$ cat config.mk
export PLATFORM = sky130hd
export DESIGN_NAME = cpc_post_charge_regs
export DESIGN_NICKNAME = d
export VERILOG_FILES = /design/src/core/cpc_pkg.sv /design/src/core/cpc_post_charge_regs.sv /design/src/core/cpc_load_pulser.sv
export SDC_FILE = /design/constraint.sdc
export NUM_CORES = 1
export LEC_CHECK = 0
export ABC_AREA = 1
export BUFFER_PORTS_ARGS = -buffer_cell sky130_fd_sc_hd__buf_2
export CAP_MARGIN = 0
export CORE_UTILIZATION = 50
export DETAILED_ROUTE_END_ITERATION = 10
export PLACE_DENSITY = 0.85
export SYNTH_ARGS = -nofsm -noshare
export SYNTH_HDL_FRONTEND = slang
export SYNTH_HIERARCHICAL = 1
export SYNTH_SLANG_ARGS = --single-unit
$ cat constraint.sdc
create_clock -name ref_clk_i -period 1.4 [get_ports ref_clk_i]
set_input_delay 0.14 -clock ref_clk_i [delete_from_list [all_inputs] [get_ports ref_clk_i]]
set_output_delay 0.14 -clock ref_clk_i [all_outputs]
set_load 0.05 [all_outputs]
$ cat src/core/cpc_pkg.sv
// Purpose: shared constants and types for the post-charge register bank
// Assumes: 125 MHz reference clock, 8-bit register port
// Notes:   every offset, field position, reset value and count lives here
package cpc_pkg;

  //////////////////////////////////////////////////////////////////////////
  // register map
  localparam logic [7:0] CPC_ADDR_POST_CFG = 8'h07;
  localparam logic [7:0] CPC_ADDR_MONITOR = 8'h10;
  localparam logic [7:0] CPC_POST_CFG_RESET = 8'h01;
  localparam logic [7:0] CPC_READ_UNMAPPED = 8'h00;

  // post-charge configuration field positions
  localparam int CPC_POLICY_HI = 7;
  localparam int CPC_POLICY_LO = 6;
  localparam int CPC_LOAD_HI = 5;
  localparam int CPC_LOAD_LO = 4;
  localparam int CPC_BG_EN_BIT = 3;
  localparam int CPC_TERM_HI = 2;
  localparam int CPC_TERM_LO = 0;

  // monitor field positions
  localparam int CPC_MON_TERM_BIT = 7;
  localparam int CPC_MON_VBELOW_BIT = 6;
  localparam int CPC_MON_TRICKLE_BIT = 5;
  localparam int CPC_MON_HOT_BIT = 4;
  localparam int CPC_MON_CHGLOOP_BIT = 3;
  localparam int CPC_MON_INLOOP_BIT = 2;
  localparam int CPC_MON_VALID_BIT = 1;
  localparam int CPC_MON_VLOOP_BIT = 0;

  // absent detection policy codes
  localparam logic [1:0] CPC_POL_ALWAYS = 2'h0;
  localparam logic [1:0] CPC_POL_NO_NORMAL = 2'h1;
  localparam logic [1:0] CPC_POL_NO_PWM_DONE = 2'h2;
  localparam logic [1:0] CPC_POL_NO_DONE = 2'h3;

  //////////////////////////////////////////////////////////////////////////
  // timing
  localparam int CPC_CLK_PERIOD_NS = 8;
  localparam int CPC_TICK_NS = 1000000;          // one millisecond
  localparam int CPC_TICK_CYCLES = CPC_TICK_NS / CPC_CLK_PERIOD_NS;
  localparam int CPC_LOAD_PERIOD_MS = 2000;      // two seconds
  localparam int CPC_LOAD_SHORT_MS = 4;
  localparam int CPC_LOAD_MID_MS = 131;
  localparam int CPC_LOAD_LONG_MS = 135;
  localparam int CPC_MS_W = 11;

  //////////////////////////////////////////////////////////////////////////
  // live analog comparator and loop states, already in the clock domain
  typedef struct packed {
    logic term_current_compare;        // charge current above term ref
    logic battery_below_input_compare; // battery below input supply
    logic trickle_linear_active;       // 30 mA linear charger on
    logic die_hot;                     // die above 120 C
    logic charge_loop_active;          // charge current loop in control
    logic input_loop_active;           // input current loop in control
    logic input_valid;                 // input supply validated
    logic float_voltage_regulation;    // float voltage loop in control
    logic others_released;             // every other limiting loop off
  } cpc_analog_t;

  // charger state seen by the policy logic
  typedef struct packed {
    logic thermistor_out_of_range;
    logic charge_done;
    logic pwm_after_done;
  } cpc_state_t;

endpackage : cpc_pkg

$ cat src/core/cpc_post_charge_regs.sv
// Purpose: post-charge configuration and live monitor registers
// Assumes: register port decoded from the serial control port upstream
// Notes:   monitor is sampled each cycle so a read shows live state
//
// What this block does
// - policy bits 7:6 gate battery absent detection
// - charge done: load input every two seconds
// - bit 3 enables background charging
// - bits 2:0 hold background termination current
// - monitor 10H bit 7: current above termination
// - monitor bit 6: battery below input
// - monitor bit 5: trickle linear charger active
// - bit 4 hot die; limit current
// - bit 3 zero when charge loop controls
// - bit 2 zero when input loop controls
// - bit 1 one when input validated
// - bit 0: float loop alone in control
// - config at address 07, resets to 01H
`timescale 1ns/100ps
module cpc_post_charge_regs #(
  parameter int TICK_CYCLES = cpc_pkg::CPC_TICK_CYCLES
) (
  input wire logic ref_clk_i,
  input wire logic srst_i,
  input wire logic [7:0] reg_addr_i,
  input wire logic reg_wr_i,
  input wire logic [7:0] reg_wdata_i,
  input wire logic reg_rd_i,
  output logic [7:0] reg_rdata_o,
  output logic reg_rvalid_o,
  input wire cpc_pkg::cpc_analog_t analog_i,
  input wire cpc_pkg::cpc_state_t state_i,
  output logic absent_detect_req_o,
  output logic input_load_o,
  output logic background_charge_enable_o,
  output logic [2:0] background_term_current_o,
  output logic thermal_limit_o
);
  import cpc_pkg::*;

  ////////////////////////////////////////////////////////////////////////////
  // storage
  logic [7:0] post_charge_config_reg;
  logic [7:0] charger_monitor_flags_reg;
  logic [7:0] charger_monitor_flags_next;
  logic [$clog2(TICK_CYCLES)-1:0] tick_cnt_reg;
  logic ms_tick_reg;
  logic detect_allowed;
  logic [1:0] policy;

  assign policy = post_charge_config_reg[CPC_POLICY_HI:CPC_POLICY_LO];

  ////////////////////////////////////////////////////////////////////////////
  // configuration register, host writable
  always_ff @(posedge ref_clk_i) begin
    if (srst_i) begin
      post_charge_config_reg <= CPC_POST_CFG_RESET;
    end else if (reg_wr_i && reg_addr_i == CPC_ADDR_POST_CFG) begin
      post_charge_config_reg <= reg_wdata_i;
    end
  end

  // monitor image from live comparators; writes never reach it
  always_comb begin
    charger_monitor_flags_next = '0;
    charger_monitor_flags_next[CPC_MON_TERM_BIT] =
      analog_i.term_current_compare;
    charger_monitor_flags_next[CPC_MON_VBELOW_BIT] =
      analog_i.battery_below_input_compare;
    charger_monitor_flags_next[CPC_MON_TRICKLE_BIT] =
      analog_i.trickle_linear_active;
    charger_monitor_flags_next[CPC_MON_HOT_BIT] = analog_i.die_hot;
    charger_monitor_flags_next[CPC_MON_CHGLOOP_BIT] =
      !analog_i.charge_loop_active;
    charger_monitor_flags_next[CPC_MON_INLOOP_BIT] =
      !analog_i.input_loop_active;
    charger_monitor_flags_next[CPC_MON_VALID_BIT] =
      analog_i.input_valid;
    charger_monitor_flags_next[CPC_MON_VLOOP_BIT] =
      analog_i.float_voltage_regulation &&
      analog_i.others_released;
  end

  // sampled every cycle so reads are at most one cycle stale
  always_ff @(posedge ref_clk_i) begin
    if (srst_i) begin
      charger_monitor_flags_reg <= '0;
    end else begin
      charger_monitor_flags_reg <= charger_monitor_flags_next;
    end
  end

  ////////////////////////////////////////////////////////////////////////////
  // read port; unmapped addresses read zero
  always_ff @(posedge ref_clk_i) begin
    if (srst_i) begin
      reg_rdata_o <= '0;
      reg_rvalid_o <= 1'b0;
    end else begin
      reg_rvalid_o <= reg_rd_i;
      if (reg_rd_i) begin
        unique case (reg_addr_i)
          CPC_ADDR_POST_CFG: reg_rdata_o <= post_charge_config_reg;
          CPC_ADDR_MONITOR: reg_rdata_o <= charger_monitor_flags_reg;
          default: reg_rdata_o <= CPC_READ_UNMAPPED;
        endcase
      end
    end
  end

  ////////////////////////////////////////////////////////////////////////////
  // absent detection policy when the thermistor goes out of range
  always_comb begin
    unique case (policy)
      CPC_POL_ALWAYS: detect_allowed = 1'b1;
      CPC_POL_NO_NORMAL: detect_allowed = state_i.charge_done;
      CPC_POL_NO_PWM_DONE: detect_allowed = !state_i.pwm_after_done;
      CPC_POL_NO_DONE: detect_allowed = !state_i.charge_done;
    endcase
  end

  always_ff @(posedge ref_clk_i) begin
    if (srst_i) begin
      absent_detect_req_o <= 1'b0;
    end else begin
      absent_detect_req_o <= state_i.thermistor_out_of_range &&
                             detect_allowed;
    end
  end

  ////////////////////////////////////////////////////////////////////////////
  // background charge controls as registered copies of the fields, plus the registered hot-die limit
  always_ff @(posedge ref_clk_i) begin
    if (srst_i) begin
      background_charge_enable_o <= 1'b0;
      background_term_current_o <= '0;
      thermal_limit_o <= 1'b0;
    end else begin
      background_charge_enable_o <=
        post_charge_config_reg[CPC_BG_EN_BIT];
      background_term_current_o <=
        post_charge_config_reg[CPC_TERM_HI:CPC_TERM_LO];
      thermal_limit_o <= analog_i.die_hot;
    end
  end

  ////////////////////////////////////////////////////////////////////////////
  // millisecond enable; one clock only, slow rates are enables
  always_ff @(posedge ref_clk_i) begin
    if (srst_i) begin
      tick_cnt_reg <= '0;
      ms_tick_reg <= 1'b0;
    end else if (tick_cnt_reg ==
                 ($clog2(TICK_CYCLES))'(TICK_CYCLES - 1)) begin
      tick_cnt_reg <= '0;
      ms_tick_reg <= 1'b1;
    end else begin
      tick_cnt_reg <= tick_cnt_reg + 1'b1;
      ms_tick_reg <= 1'b0;
    end
  end

  // pulser runs only in the charge-done state
  cpc_load_pulser u_pulser (
    .ref_clk_i(ref_clk_i),
    .srst_i(srst_i),
    .ms_tick_i(ms_tick_reg),
    .armed_i(state_i.charge_done),
    .select_i(post_charge_config_reg[CPC_LOAD_HI:CPC_LOAD_LO]),
    .load_o(input_load_o)
  );

endmodule : cpc_post_charge_regs

$ cat src/core/cpc_load_pulser.sv
// Purpose: periodic input load pulse while charge is done
// Assumes: ms_tick_i is a one-cycle pulse every millisecond
// Notes:   the window restarts whenever the pulser is not armed
`timescale 1ns/100ps
module cpc_load_pulser (
  input wire logic ref_clk_i,
  input wire logic srst_i,
  input wire logic ms_tick_i,
  input wire logic armed_i,
  input wire logic [1:0] select_i,
  output logic load_o
);
  import cpc_pkg::*;

  logic [CPC_MS_W-1:0] ms_reg;
  logic [CPC_MS_W-1:0] dur;

  // duration per code; zero means no loading
  always_comb begin
    unique case (select_i)
      2'h0: dur = '0;
      2'h1: dur = CPC_MS_W'(CPC_LOAD_SHORT_MS);
      2'h2: dur = CPC_MS_W'(CPC_LOAD_MID_MS);
      2'h3: dur = CPC_MS_W'(CPC_LOAD_LONG_MS);
    endcase
  end

  // millisecond position inside the two-second period
  always_ff @(posedge ref_clk_i) begin
    if (srst_i || !armed_i) begin
      ms_reg <= '0;
    end else if (ms_tick_i) begin
      if (ms_reg == CPC_MS_W'(CPC_LOAD_PERIOD_MS - 1)) begin
        ms_reg <= '0;
      end else begin
        ms_reg <= ms_reg + 1'b1;
      end
    end
  end

  // load at the start of each period for the chosen time
  always_ff @(posedge ref_clk_i) begin
    if (srst_i) begin
      load_o <= 1'b0;
    end else begin
      load_o <= armed_i && (ms_reg < dur);
    end
  end

endmodule : cpc_load_pulser

### Yosys cells after proc, flatten, opt, wreduce, memory -nomap -nowiden

Cells that the tools add are included.

* memories kept: 0
* RAM bits: 0
* latch bits: 0
* output and inout bits: 16
* memory bits (read-only): 0
* register bits after elaboration: 61
* word-level logic and storage cells: 42

* reductions and logical operators: 12
* add/subtract/negate cells: 2
* order comparisons: 1
* bitwise logic cells: 0
* eq/ne operators: 10
* muxes and demuxes: 5
* div/mod/pow operators: 0
* multiply operators: 0
* shift operators: 0

Operator list (count)
* one-hot mux 11 bit (4 select lines): 1
* adder 17 x 1 -> 17 bit (second input constant): 1
* equality test 17 bit (second input constant): 1
* one-hot mux 8 bit (2 select lines): 1
* adder 11 x 1 -> 11 bit (second input constant): 1
* equality test 11 bit (second input constant): 1
* less-than comparator 11 bit: 1
* 2-to-1 mux 11 bit: 1
* equality test 2 bit (second input constant): 4
* equality test 8 x 3 -> 1 bit (second input constant): 1
* equality test 8 x 5 -> 1 bit (second input constant): 1
* equality test 2 x 1 -> 1 bit (second input constant): 2
* logical AND 1 bit: 4
* zero test 1 bit: 4
* zero test 2 bit: 2
* one-hot mux 1 bit (4 select lines): 1
* OR reduction 2 bit: 1
* logical OR 1 bit: 1
* 2-to-1 mux 1 bit: 1

### Depth between registers and ports, before layout

Gate-level depths: netlist of the first run.

* word-level depth: 4
* gate-level depth with buffers: 9

### By module

Netlist of the first run, hierarchy kept.

Modules (own cells, without submodules)
* cpc_post_charge_regs: area an instance 2229.6 um2, times used 1, cells each 326
* cpc_load_pulser: area an instance 674.4 um2, times used 1, cells each 101

### Least setup slack after synthesis of the first run

OpenSTA, ideal clock, no wires.

* kind: reg-to-reg
* start: register tick_cnt_reg[0]
* end: register tick_cnt_reg[8]
* setup time: 0.115 ns
* required time: 1.285 ns
* setup slack: 0.093 ns
* path buffers: 1
* arrival time: 1.192 ns
* cell stages (with the launch flop): 10
* cells stage by stage: dfxtp_1 ha_1 nand2_2 inv_1 nand2_1 nor2_2 nand2_2 nand2_4 buf_12 nor2_1

* word-level cells in the longest chain between the ends: 2

Ends and longest elaborated chain
* start: declaration: RTL line cpc_post_charge_regs.sv:46 `logic [$clog2(TICK_CYCLES)-1:0] tick_cnt_reg;`
* start signal: assignment: RTL line cpc_post_charge_regs.sv:158 `tick_cnt_reg <= tick_cnt_reg + 1'b1;`
* parallel branches: the longest is 2 deep, another holds adder 17 x 1 -> 17 bit

Parallel ways; which one is timed is not known.
A chain may end at the register's enable or synchronous reset.

### Final worst setup path of the first run

* start: register tick_cnt_reg[0]
* end: register tick_cnt_reg[12]

Same word-level chain as after synthesis.

==> run summary, run 1 <==
The flow ran to the end, and the final reports show no timing, DRC or antenna violations. The H-tree was split into 3 levels. Setup violations remaining at the end of the flow were counted as 0. The worst setup path is launched from a register. The number of flip-flops in the largest register is 17. By area the synthesized netlist is led by dfxtp_1 41%, nand2_1 12%, nor2_1 12%. The number of inserted diodes is 0. The final total negative setup slack came out at 0 ns.

The effective utilization at floorplan came out at 52.4%. The final count of pins violating max slew came out at 0. The clock reaches the later pin of the worst-skew pair after 0.34 ns. At the end of routability-driven placement, the weighted congestion stood at 0.805. The leakage component of the power came out at 1.66 nW. The number of inserted filler cells in the final layout came out at 486. The top achievable clock speed came out at 762 MHz.

The time the worst path needs with I/O delays and setup came out at 1.31 ns. The aggregate routed wire length is 6380 µm. The share of the cycle needed by the critical path after routing is 93.8%. The finished cells cover 3470 µm². The placed instances occupy a cell area of 3210 µm².

For the worst flop-to-flop path, the logic depth is 9. The number of unique standard cell types used by synthesis is 30. The worst hold path depth is 3. The clock sink count came out at 60.

The area of the die came out at 6120 µm². The instance count after placement with tap cells included is 544. The remaining routing DRC violations is 0. The die is 78.2 µm tall.

The worst clock skew is 0.0113 ns. The number of placement rows is 27. The actual slew at the worst max-slew pin came out at 0.349 ns. Data arrives at the worst endpoint at 1.56 ns.

The remaining antenna violation count after routing came out at 0. The clock-pin slew of the registers on the worst-case setup and hold paths is 0.07 ns. The number of nets in the layout came out at 527. The synthesized instance count is 427. The average size of a mapped cell came out at 6.80 µm². The synthesized design spends more area on one cell type than any other, namely dfxtp_1. The number of synthesis warnings is 6. The maximum fanout encountered on the critical timing path came out at 3. Sequential elements use 41.4% of the synthesized area. The power density relative to cell area is 954 nW/µm². The first-pass iteration count of the detailed router is 4. The maximum count of clock buffers along a single path is 2. The final cell count without fillers came out at 565. The hold violation count in the final report came out at 0.

TritonCTS built the clock tree. The combined global-route utilization of all metal layers is 22.8%. Using the TritonRoute via totals, the vias-per-cell ratio works out to 4.95. Synthesis produced a netlist with a net count of 465. The detailed-route via count came out at 2796. The type of the most critical hold path is in2reg. The register-to-register path setup slack is 0.09 ns. The type of the worst setup path is reg2reg.

The count of buffers added by post-CTS timing repair for setup is 0. The first global-routing pass estimated 10800 µm of wire. The average detailed-routed wire length per instance came out at 11.3 µm. The initial antenna violation count was 0. The peak supply drop is 0.573 mV.

The count of state elements after synthesis came out at 60. The floorplan step defined a core boundary enclosing 5540 µm². The required time of the worst setup path is 1.65 ns. The multi-input gate area in the final layout came out at 1430 µm². The detailed placement HPWL came out at 4560 µm. The sum of overflow across all layers after global routing is 0.

The root buffer cell chosen for the clock tree is clkbuf_8. The initial detailed-routing violation count came out at 152. 48 I/O pins were placed.

The cell area that synthesis handed to floorplanning was 2900 µm². The worst pin sits at a relative slew slack of 76.7%. The design draws 3.31 mW. The number of buffers added on ports came out at 47. The total clock buffers created by CTS came out at 9. STA classifies the critical path endpoint as a register. The die is 78.2 µm wide. The sequential cell area is 1200 µm². The layout overhead on the synthesized area came out at 19.4%. The fraction of synthesized cell area taken by the top area cell type came out at 41.4%. The total of max-cap violations came out at 0. The number of global-route vias before repair came to 2520.

The maximum number of pins on one net before global-route repair is 22. The fraction of layout cells with a size suffix above 1 is 18.7%.
-- cells in the final DEF, fill, tap and decap left out, types with 2 or more instances in the layout --
| cell | instances |
|---|---|
| nand2_8 | 2 |
| nand3_1 | 44 |
| nor2_4 | 3 |
| dlygate4sd3_1 | 5 |
| clkbuf_8 | 9 |
| clkbuf_1 | 3 |
| a21oi_1 | 11 |
| nand4_1 | 6 |
| dfxtp_1 | 59 |
| clkinv_2 | 3 |
| nand2_1 | 95 |
| nand2_2 | 4 |
| buf_2 | 47 |
| buf_4 | 7 |
| ha_1 | 5 |
| inv_1 | 66 |
| o21ai_0 | 2 |
| nor2_2 | 8 |
| xnor2_1 | 4 |
| xor2_1 | 5 |
| nor2_1 | 89 |
| nor3_1 | 3 |
-- worst max-delay path, cell delays in order, from the launching register on --
cell and delay (ns):
dfxtp_1 0.34, buf_4 0.13, ha_1 0.20, nand3_2 0.15, inv_1 0.10, nand3_1 0.08, nand2_1 0.07, nand2_1 0.06
nand2_1 0.06, inv_1 0.04
-- routing by layer --
layer | up-vias | GRT usage (%) | wire, µm | part of all wire, %
li1 | 1438 | - | - | -
met1 | 1268 | 27.4 | 2940 | 46
met2 | 79 | 37.2 | 2980 | 47
met3 | 11 | 8.84 | 351 | 5.5
met4 | 0 | 7.59 | 104 | 1.6
met5 | - | 0 | 0 | 0
-- stage by stage --
step / hold slack [ns] / worst slack (ns) / utilization [%]
CTS: 0.00268 / 0.0377 / 61.6
finish: 0.0191 / 0.0875 / 62.6
detailed placement: 0.299 / 0.0421 / 58.0
global placement: 0.301 / 0.104 / 58.0
global route: 0.00296 / -0.0205 / 62.6
floorplan: 0.212 / 0.0933 / -
-- report_power, final --
group | leakage (nW) | internal, mW | switching [mW]
Clock | 0.0800 | 0.624 | 0.633
Sequential | 0.489 | 1.74 | 0.0189
Combinational | 1.10 | 0.103 | 0.184
Total | 1.66 | 2.47 | 0.836
-- timing repair --
item / 4_1_cts / 5_1_grt
hold buffers: 5 / 0
endpoints found under the setup margin: 0 / 16
hold endpoints to repair: 5 / 0
resized for setup: 0 / 8
-- worst paths after layout --
kind                                           from                                      end
max                      tick_cnt_reg[0]$_SDFF_PP0_              tick_cnt_reg[12]$_SDFF_PP0_
min                                     analog_i[5]  charger_monitor_flags_reg[4]$_SDFF_PP0_
max reg2reg              tick_cnt_reg[0]$_SDFF_PP0_              tick_cnt_reg[12]$_SDFF_PP0_
min reg2reg  post_charge_config_reg[0]$_SDFFE_PP1P_  background_term_current_o[0]$_SDFF_PP0_
-- logic make-up (layout without fill, tap and decap cells) --
logic type,count (synthesis),in the layout,share of synthesized area (%)
AND/OR/NAND/NOR,258,259,38.9
buffers and inverters,77,142,11.1
flip-flops,60,60,41.4
AO/OA/AOI/OAI,17,17,3.36
XOR/XNOR,9,9,2.71
adder cells (fa/ha/maj),6,6,2.59
-- cells in the mapped netlist --
| library cell | count |
|---|---|
| a21oi_1 | 11 |
| a21oi_2 | 1 |
| and2_1 | 1 |
| buf_12 | 1 |
| buf_2 | 2 |
| buf_4 | 2 |
| buf_6 | 1 |
| clkbuf_1 | 3 |
| clkinv_1 | 1 |
| dfxtp_1 | 60 |
| ha_1 | 6 |
| inv_1 | 66 |
| inv_2 | 1 |
| nand2_1 | 95 |
| nand2_2 | 5 |
| nand2_4 | 1 |
| nand3_1 | 45 |
| nand3_4 | 1 |
| nand4_1 | 6 |
| nor2_1 | 89 |
| nor2_2 | 10 |
| nor2_4 | 1 |
| nor2_8 | 1 |
| nor3_1 | 3 |
| o21ai_0 | 2 |
| o21ai_1 | 1 |
| o21bai_1 | 1 |
| o21bai_2 | 1 |
| xnor2_1 | 4 |
| xor2_1 | 5 |
-- cell type report --
type | count | area share (%)
multi-input cells | 291 | 41.3
flip-flops and latches | 60 | 34.7
inverters | 68 | 7.36
clock inverters | 3 | 0.433
repair buffers | 59 | 9.74
well taps | 72 | 2.60
clock buffers | 12 | 3.90
(Power assumes the default switching activity.)
==> run 2, diff against run 1 <==
Settings changed: CORE_UTILIZATION 50 to 52, CTS_BUF_LIST set to sky130_fd_sc_hd__clkbuf_4, PLACE_DENSITY 0.85 to 0.87.
==> run 2 against run 1 <==
Against the previous run:
- hold slack better by 0.045 ns
- register-to-register slack about the same
- worst setup slack gained 0.0060 ns
- non-clock buffer count is 14 higher
- first-iteration DRC count grew 9.9%
- via count up 4.2%
==> run summary, run 2 (synthesis gave the netlist of run 1 again) <==
The final critical-path setup slack is 0.0935 ns (+0.00600 ns). TritonCTS built the clock tree. The effective utilization at floorplan came out at 55.4% (+3.0 points). The sum of overflow across all layers after global routing was 0 (unchanged). The worst hold path depth is 3 (unchanged).

The first-pass iteration count of the detailed router was 7 (+3). The tightest min-delay check is of the in2reg type. The die height is 76.7 µm (-1.9%). The instance area after placement came out at 3200 µm² (-0.31%). The initial detailed-routing violation count came to 167 (+9.9%). The combined global-route utilization of all metal layers came out at 25.9% (+3.1 points).

The clock sink count came out at 60 (unchanged). The number of global-route vias before repair was 2749 (+9.1%). The maximum number of pins on one net before global-route repair is 22 (unchanged). The layout overhead on the synthesized area came out at 24.1%. The number of placement rows came out at 26 (-3.7%). The routability congestion estimate came to 0.831 (+3.2%). The leakage component of the power came to 1.72 nW (+3.2%). The total of max-cap violations is 0 (unchanged). In the layout the commonest cells are 93 x nand2_1, 89 x nor2_1, 66 x inv_1, 58 x dfxtp_1, 47 x buf_2.

The max-slew headroom at the worst pin is 75.8% (-0.88 points). The maximum fanout encountered on the critical timing path was 4 (+1). The total clock buffers created by CTS is 9 (unchanged).

The required time of the worst setup path is 1.78 ns (+0.13 ns). The clock-pin slew of the registers on the worst-case setup and hold paths is 0.11 ns (+0.04 ns). The fraction of met3 tracks used by global routing is 8.45% (-0.38 points). The register-to-register path setup slack came out at 0.09 ns (about the same). The sequential cell area was 1200 µm² (+0.10%). The detailed placement HPWL is 4830 µm (+6.0%).

The peak supply drop was 1.19 mV (+110%). The share of the cycle needed by the critical path after routing is 93.3% (-0.43 points). The detailed-route via count is 2914 (+4.2%).

The worst setup path is launched from a register. The fraction of layout cells with a size suffix above 1 is 19.3% (+0.63 points). The global-route wire length before repair came out at 11900 µm (+10%). The overall power of the completed layout is 3.33 mW (+0.61%). The number of vias per cell after detailed routing came out at 5.04 (+1.9%). The actual slew at the worst max-slew pin came out at 0.362 ns (+0.0132 ns).

The number of inserted diodes is 0 (unchanged). The number of top-level pins is 48 (unchanged). The initial antenna violation count came to 0 (unchanged). The flow ran to the end, and the final reports show no timing, DRC or antenna violations. The worst hold margin is 0.0646 ns (+0.0455 ns). Leaving out fill and tap cells, the most frequent cell in the layout is nand2_1. The worst register-to-register path begins at tick_cnt_reg[6]$_SDFF_PP0_. The hold violation count in the final report is 0 (unchanged). The number of H-tree branching levels came out at 3 (unchanged). The global routing's busiest layer is met2.

The setup-violating endpoint count in the final report came to 0 (unchanged). The final count of pins violating max slew is 0 (unchanged). The time the worst path needs with I/O delays and setup is 1.31 ns (-0.00600 ns). The remaining antenna violation count after routing came to 0 (unchanged). The critical path goes through nand2_1 -> nor2_1 -> nand4_1 -> nand2_1 -> nand2_1 -> inv_1. The cell count of the worst reg-to-reg path is 6 (-3). The count of buffer and inverter cells on the critical path was 1 (-2). The worst setup path is captured at a register. The routing usage on met2 is 44.4% (+7.2 points). The final cell count without fillers came out at 578 (+2.3%). For hold timing, the worst endpoint is post_charge_config_reg[0]$_SDFFE_PP1P_. The core box area is 5240 µm² (-5.5%). The aggregate routed wire length is 7230 µm (+13%). The category of cells accounting for the largest share of critical-path delay is simple AND/OR/NAND/NOR gates. The placement-stage worst setup slack came out at 0.0396 ns (-0.00252 ns). The top achievable clock speed came out at 765 MHz (+0.46%).

Counting stages on the worst path, the most repeated cell is nand2_1. The area of the die came out at 5890 µm² (-3.7%). The worst clock skew was 0.0159 ns (+0.00464 ns). On the critical path, the stage with the largest delay is an instance of dfxtp_1. The instance count after placement with tap cells included is 541 (-0.55%). The area of all placed cells without fillers came out at 3600 µm² (+3.9%). The number of buffers added on ports came out at 47 (unchanged).

The met1 capacity usage during global routing is 29.8% (+2.4 points). The number of nets in the layout came to 541 (+2.7%). The multi-input gate area in the final layout came out at 1440 µm² (+0.35%). The critical path is of the reg2reg type. The endpoint arrival time on the critical path came to 1.68 ns (+0.12 ns). The critical path starts at tick_cnt_reg[6]$_SDFF_PP0_. The number of inserted filler cells in the final layout came out at 412 (-15%). The remaining routing DRC violations is 0 (unchanged). The cell sitting at the root of the clock tree is a clkbuf_4.

The source-to-sink clock delay at the later pin of the worst-skew pair came out at 0.42 ns (+0.08 ns). The average detailed-routed wire length per instance came out at 12.5 µm (+11%). The startpoint identified for the worst hold timing path is reg_wr_i. The maximum count of clock buffers along a single path is 2 (unchanged). The delay of the slowest critical-path stage came out at 0.42 ns (+0.08 ns). The die outline width came out at 76.7 µm (-1.9%). The number of flip-flops in the largest register is 17 (unchanged). The endpoint identified for the worst register-to-register timing path is tick_cnt_reg[10]$_SDFF_PP0_. The power density relative to cell area is 923 nW/µm² (-3.2%).
-- run 2: tightest hold or removal path: stages --
cell     delay (ns)
buf_2          0.12
nand4_1        0.10
nand3_1        0.08
-- run 2: power breakdown --
group | internal [mW] | switching (mW) | total, mW
combinational | 0.129 | 0.193 | 0.321
sequential | 1.74 | 0.0200 | 1.76
clock | 0.563 | 0.680 | 1.24
total | 2.43 | 0.892 | 3.33
-- run 2: layer usage --
layer  wire length, µm  up-vias  share of wire (%)
met2              3620       92                 50
met1              3000     1342                 41
met4               186        0                2.6
li1                  -     1459                  -
met5                 0        -                  0
met3               424       21                5.9
-- run 2: final cells by class --
type                            count  share of cell area (%)
Sequential cell                    60                    33.4
Tap cell                           70                    2.43
Multi-Input combinational cell    291                    39.9
Inverter                           68                    7.08
Timing Repair Buffer               73                    13.3
Clock buffer                       10                    2.08
Clock inverter                      6                    1.81
-- run 2: how the worst max path moves through the flow --
stage                     depth (start not counted)                          end
final                                             6  tick_cnt_reg[10]$_SDFF_PP0_
after global routing                              7   tick_cnt_reg[9]$_SDFF_PP0_
after CTS                                         8   tick_cnt_reg[8]$_SDFF_PP0_
after detailed placement                          8  tick_cnt_reg[16]$_SDFF_PP0_
after global placement                            8   tick_cnt_reg[8]$_SDFF_PP0_
after floorplan                                   9   tick_cnt_reg[8]$_SDFF_PP0_
-- run 2: what timing repair did --
action	CTS	global route
gates resized for setup	0	12
hold endpoints to repair	19	0
buffers inserted	0	0
setup endpoints to repair	0	22
hold buffers	20	0
-- run 2: through the flow --
step                      setup TNS (ns)  utilization, %
after floorplan                        0               -
after global placement                 0            61.2
after detailed placement               0            61.2
after CTS                              0            67.7
after global routing             -0.0161            68.8
final                                  0            68.8
==> run 3, diff against run 2 <==
Settings changed: CORE_MARGIN set to 8.
==> run 3 against run 2 <==
Against the previous run:
- hold slack lost 0.015 ns
- sequential share of layout area rose by 0.36 points
- clock skew grew 0.0027 ns
- maximum frequency shrank 1.1%
- via count down 0.34%
- clock-buffer cell count unchanged
- sequential power hardly changed
- non-clock buffer count unchanged
- worst setup slack got worse by 0.015 ns
- critical path depth is 2 higher
- flip-flop and latch count stayed put
- global-route usage down 7.0 points
- critical path type unchanged
- critical endpoint is now tick_cnt_reg[16]$_SDFF_PP0_
- largest power group unchanged
==> run summary, run 3 (synthesis gave the netlist of run 1 again) <==
The run finished with clean final reports. The maximum fanout encountered on the critical timing path came out at 8 (+4). The tightest min-delay check is of the in2reg type. The worst clock skew is 0.0186 ns (+0.00266 ns). The detailed-route via count is 2904 (-0.34%).

The number of nets in the layout came to 541 (unchanged). The routability congestion estimate is 0.885 (+6.5%). The remaining routing DRC violations came out at 0 (unchanged). The maximum count of clock buffers along a single path is 2 (unchanged). The delay of the slowest critical-path stage was 0.35 ns (-0.07 ns). The hold violation count in the final report came to 0 (unchanged). The sum of overflow across all layers after global routing came to 0 (unchanged). The setup-violating endpoint count in the final report came out at 0 (unchanged). The maximum number of pins on one net before global-route repair came to 18 (-18%). The sequential power share was 56.3% (+3.3 points). The global-route wire length before repair came out at 12700 µm (+6.7%). The number of top-level pins came out at 48 (unchanged). The core box area is 5440 µm² (+3.8%). The sum of met2 wire segment lengths after detailed routing is 3850 µm (+6.4%). The final count of pins violating max slew is 0 (unchanged). The clock-pin slew of the registers on the worst-case setup and hold paths is 0.11 ns (about the same).

The critical path is of the reg2reg type. The clock network fraction of total power came out at 33.4% (-4.0 points). The initial detailed-routing violation count came out at 171 (+2.4%). The highest routed metal layer is met4. The time the worst path needs with I/O delays and setup was 1.32 ns (+0.0150 ns).

The number of buffers added on ports came to 47 (unchanged). The area of the die is 8230 µm² (+40%). The actual slew at the worst max-slew pin is 0.342 ns (-0.0203 ns).

The internal power of the cells is 2.25 mW (-7.6%). The worst setup path is launched from a register. The routed length on met1 came out at 2900 µm (-3.1%).

The first-pass iteration count of the detailed router came out at 5 (-2). The combined global-route utilization of all metal layers is 18.9% (-7.0 points). The share of the cycle needed by the critical path after routing came out at 94.4% (+1.1 points). The max-slew headroom at the worst pin came to 77.1% (+1.3 points). The effective utilization at floorplan came out at 53.4% (-2.1 points). The number of global-route vias before repair came out at 2886 (+5.0%). The number of vias per cell after detailed routing is 5.01 (-0.69%). The clock sink count is 60 (unchanged). The final critical-path setup slack is 0.0785 ns (-0.0150 ns). The clock tree from TritonCTS is yes. The root buffer cell chosen for the clock tree is clkbuf_4. The leakage component of the power is 1.70 nW (-1.1%). The endpoint arrival time on the critical path came out at 1.63 ns (-0.05 ns). For this design, the slowest cell found on the critical path is dfxtp_2. The net switching power figure came out at 0.878 mW (-1.6%). The placement-stage worst setup slack came out at 0.0509 ns (+0.0114 ns). The detailed placement HPWL was 4950 µm (+2.4%). The peak supply drop was 0.664 mV (-44%).

The aggregate routed wire length came out at 7560 µm (+4.5%). The final cell count without fillers is 580 (+0.35%). The number of H-tree branching levels is 3 (unchanged).

In the layout the commonest cells are 94 x nand2_1, 88 x nor2_1, 66 x inv_1, 58 x dfxtp_1, 47 x buf_2. The total clock buffers created by CTS was 9 (unchanged). STA classifies the critical path endpoint as a register. The total of max-cap violations is 0 (unchanged). The fraction of layout cells with a size suffix above 1 was 19.3% (unchanged). The instance count after placement with tap cells included is 544 (+0.55%).

The die height came out at 90.7 µm (+18%). The initial antenna violation count came out at 0 (unchanged). The remaining antenna violation count after routing was 0 (unchanged).

The number of flip-flops in the largest register is 17 (unchanged). The signal on the critical path passes through ha_2 -> nand2_2 -> inv_1 -> nand2_1 -> nor2_2 -> nand2_4 -> nand2_8 -> a21oi_1. The count of buffers added by post-CTS timing repair for setup is 0 (unchanged). The average detailed-routed wire length per instance is 13.0 µm (+4.2%). From synthesis to final layout, the design area changed by 22.7%.

The routed length on met3 was 544 µm (+28%). The number of placement rows came out at 27 (+3.8%). The source-to-sink clock delay at the later pin of the worst-skew pair is 0.42 ns (about the same). The number of inserted diodes is 0 (unchanged). The required time of the worst setup path is 1.71 ns (-0.07 ns).

The top achievable clock speed came to 757 MHz (-1.1%). The power density relative to cell area came out at 878 nW/µm² (-5.0%). The die outline width came out at 90.7 µm (+18%). The share of power burned in combinational logic was 10.3% (+0.6 points). The most common cell after layout, fill and taps aside is nand2_1.

The fraction of power spent switching nets came to 28.1% (+1.3 points).
run 3: cell count changes in the layout (fill, tap and decap cells not counted), sizes merged:
cell	delta
dlygate4sd3	-1
bufinv	-1
buf	+1
clkinv	-1
clkinvlp	+2
run 3: repair_timing:
item | CTS | global route
resized for setup | 0 | 8
hold buffers | 19 | 0
hold endpoints to repair | 17 | 0
endpoints found under the setup margin | 0 | 23
run 3: through the flow:
step           utilization, %  hold slack [ns]  setup TNS, ns  total power, mW  area (µm²)
2_1_floorplan               -            0.212              0             1.97        2900
3_3_place_gp             59.1            0.303              0             2.06        3210
3_5_place_dp             59.1            0.301              0             2.06        3210
4_1_cts                  64.7           0.0255              0             3.13        3520
5_1_grt                  65.5           0.0406         -0.101             3.26        3560
6_report                 65.5           0.0495              0             3.13        3560
run 3: worst max-delay path: cells and delay by family, from the launching register on:
family                     cells  cell delay, ns
AOI/OAI and AO/OA              1            0.06
and+or+nand+nor                5            0.55
DFF                            1            0.35
buffers and inverters          1            0.06
adders and majority gates      1            0.20
run 3: path summary, 6_finish.rpt:
kind / start / end / slack, ns / cells after the start
setup reg to reg: tick_cnt_reg[0]$_SDFF_PP0_ / tick_cnt_reg[16]$_SDFF_PP0_ / 0.08 / 8
hold reg to reg: post_charge_config_reg[0]$_SDFFE_PP1P_ / background_term_current_o[0]$_SDFF_PP0_ / 0.47 / 2
setup / recovery: tick_cnt_reg[0]$_SDFF_PP0_ / tick_cnt_reg[16]$_SDFF_PP0_ / 0.08 / 8
hold / removal: reg_wr_i / post_charge_config_reg[0]$_SDFFE_PP1P_ / 0.05 / 3
run 3: final cells by class:
class	count	area, µm²
fillers	449	1870
multi-input cells	291	1420
flip-flops and latches	60	1200
repair buffers	73	478
inverters	68	255
well taps	72	90.1
clock buffers	10	75.1
clock inverters	6	41.3
run 3: metal layers:
| layer | global-route usage, % | vias to the layer above |
|---|---|---|
| met3 | 6.07 | 27 |
| met2 | 32.9 | 112 |
| met5 | 0 | - |
| li1 | - | 1458 |
| met4 | 9.85 | 0 |
| met1 | 19.9 | 1307 |
run 3: power groups by stage:
stage | sequential (mW) | combinational (mW) | clock (mW)
2_1_floorplan | 1.86 | 0.116 | 0
3_5_place_dp | 1.80 | 0.266 | 0
6_report | 1.76 | 0.323 | 1.04
3_3_place_gp | 1.80 | 0.263 | 0
4_1_cts | 1.76 | 0.308 | 1.07
5_1_grt | 1.77 | 0.351 | 1.14
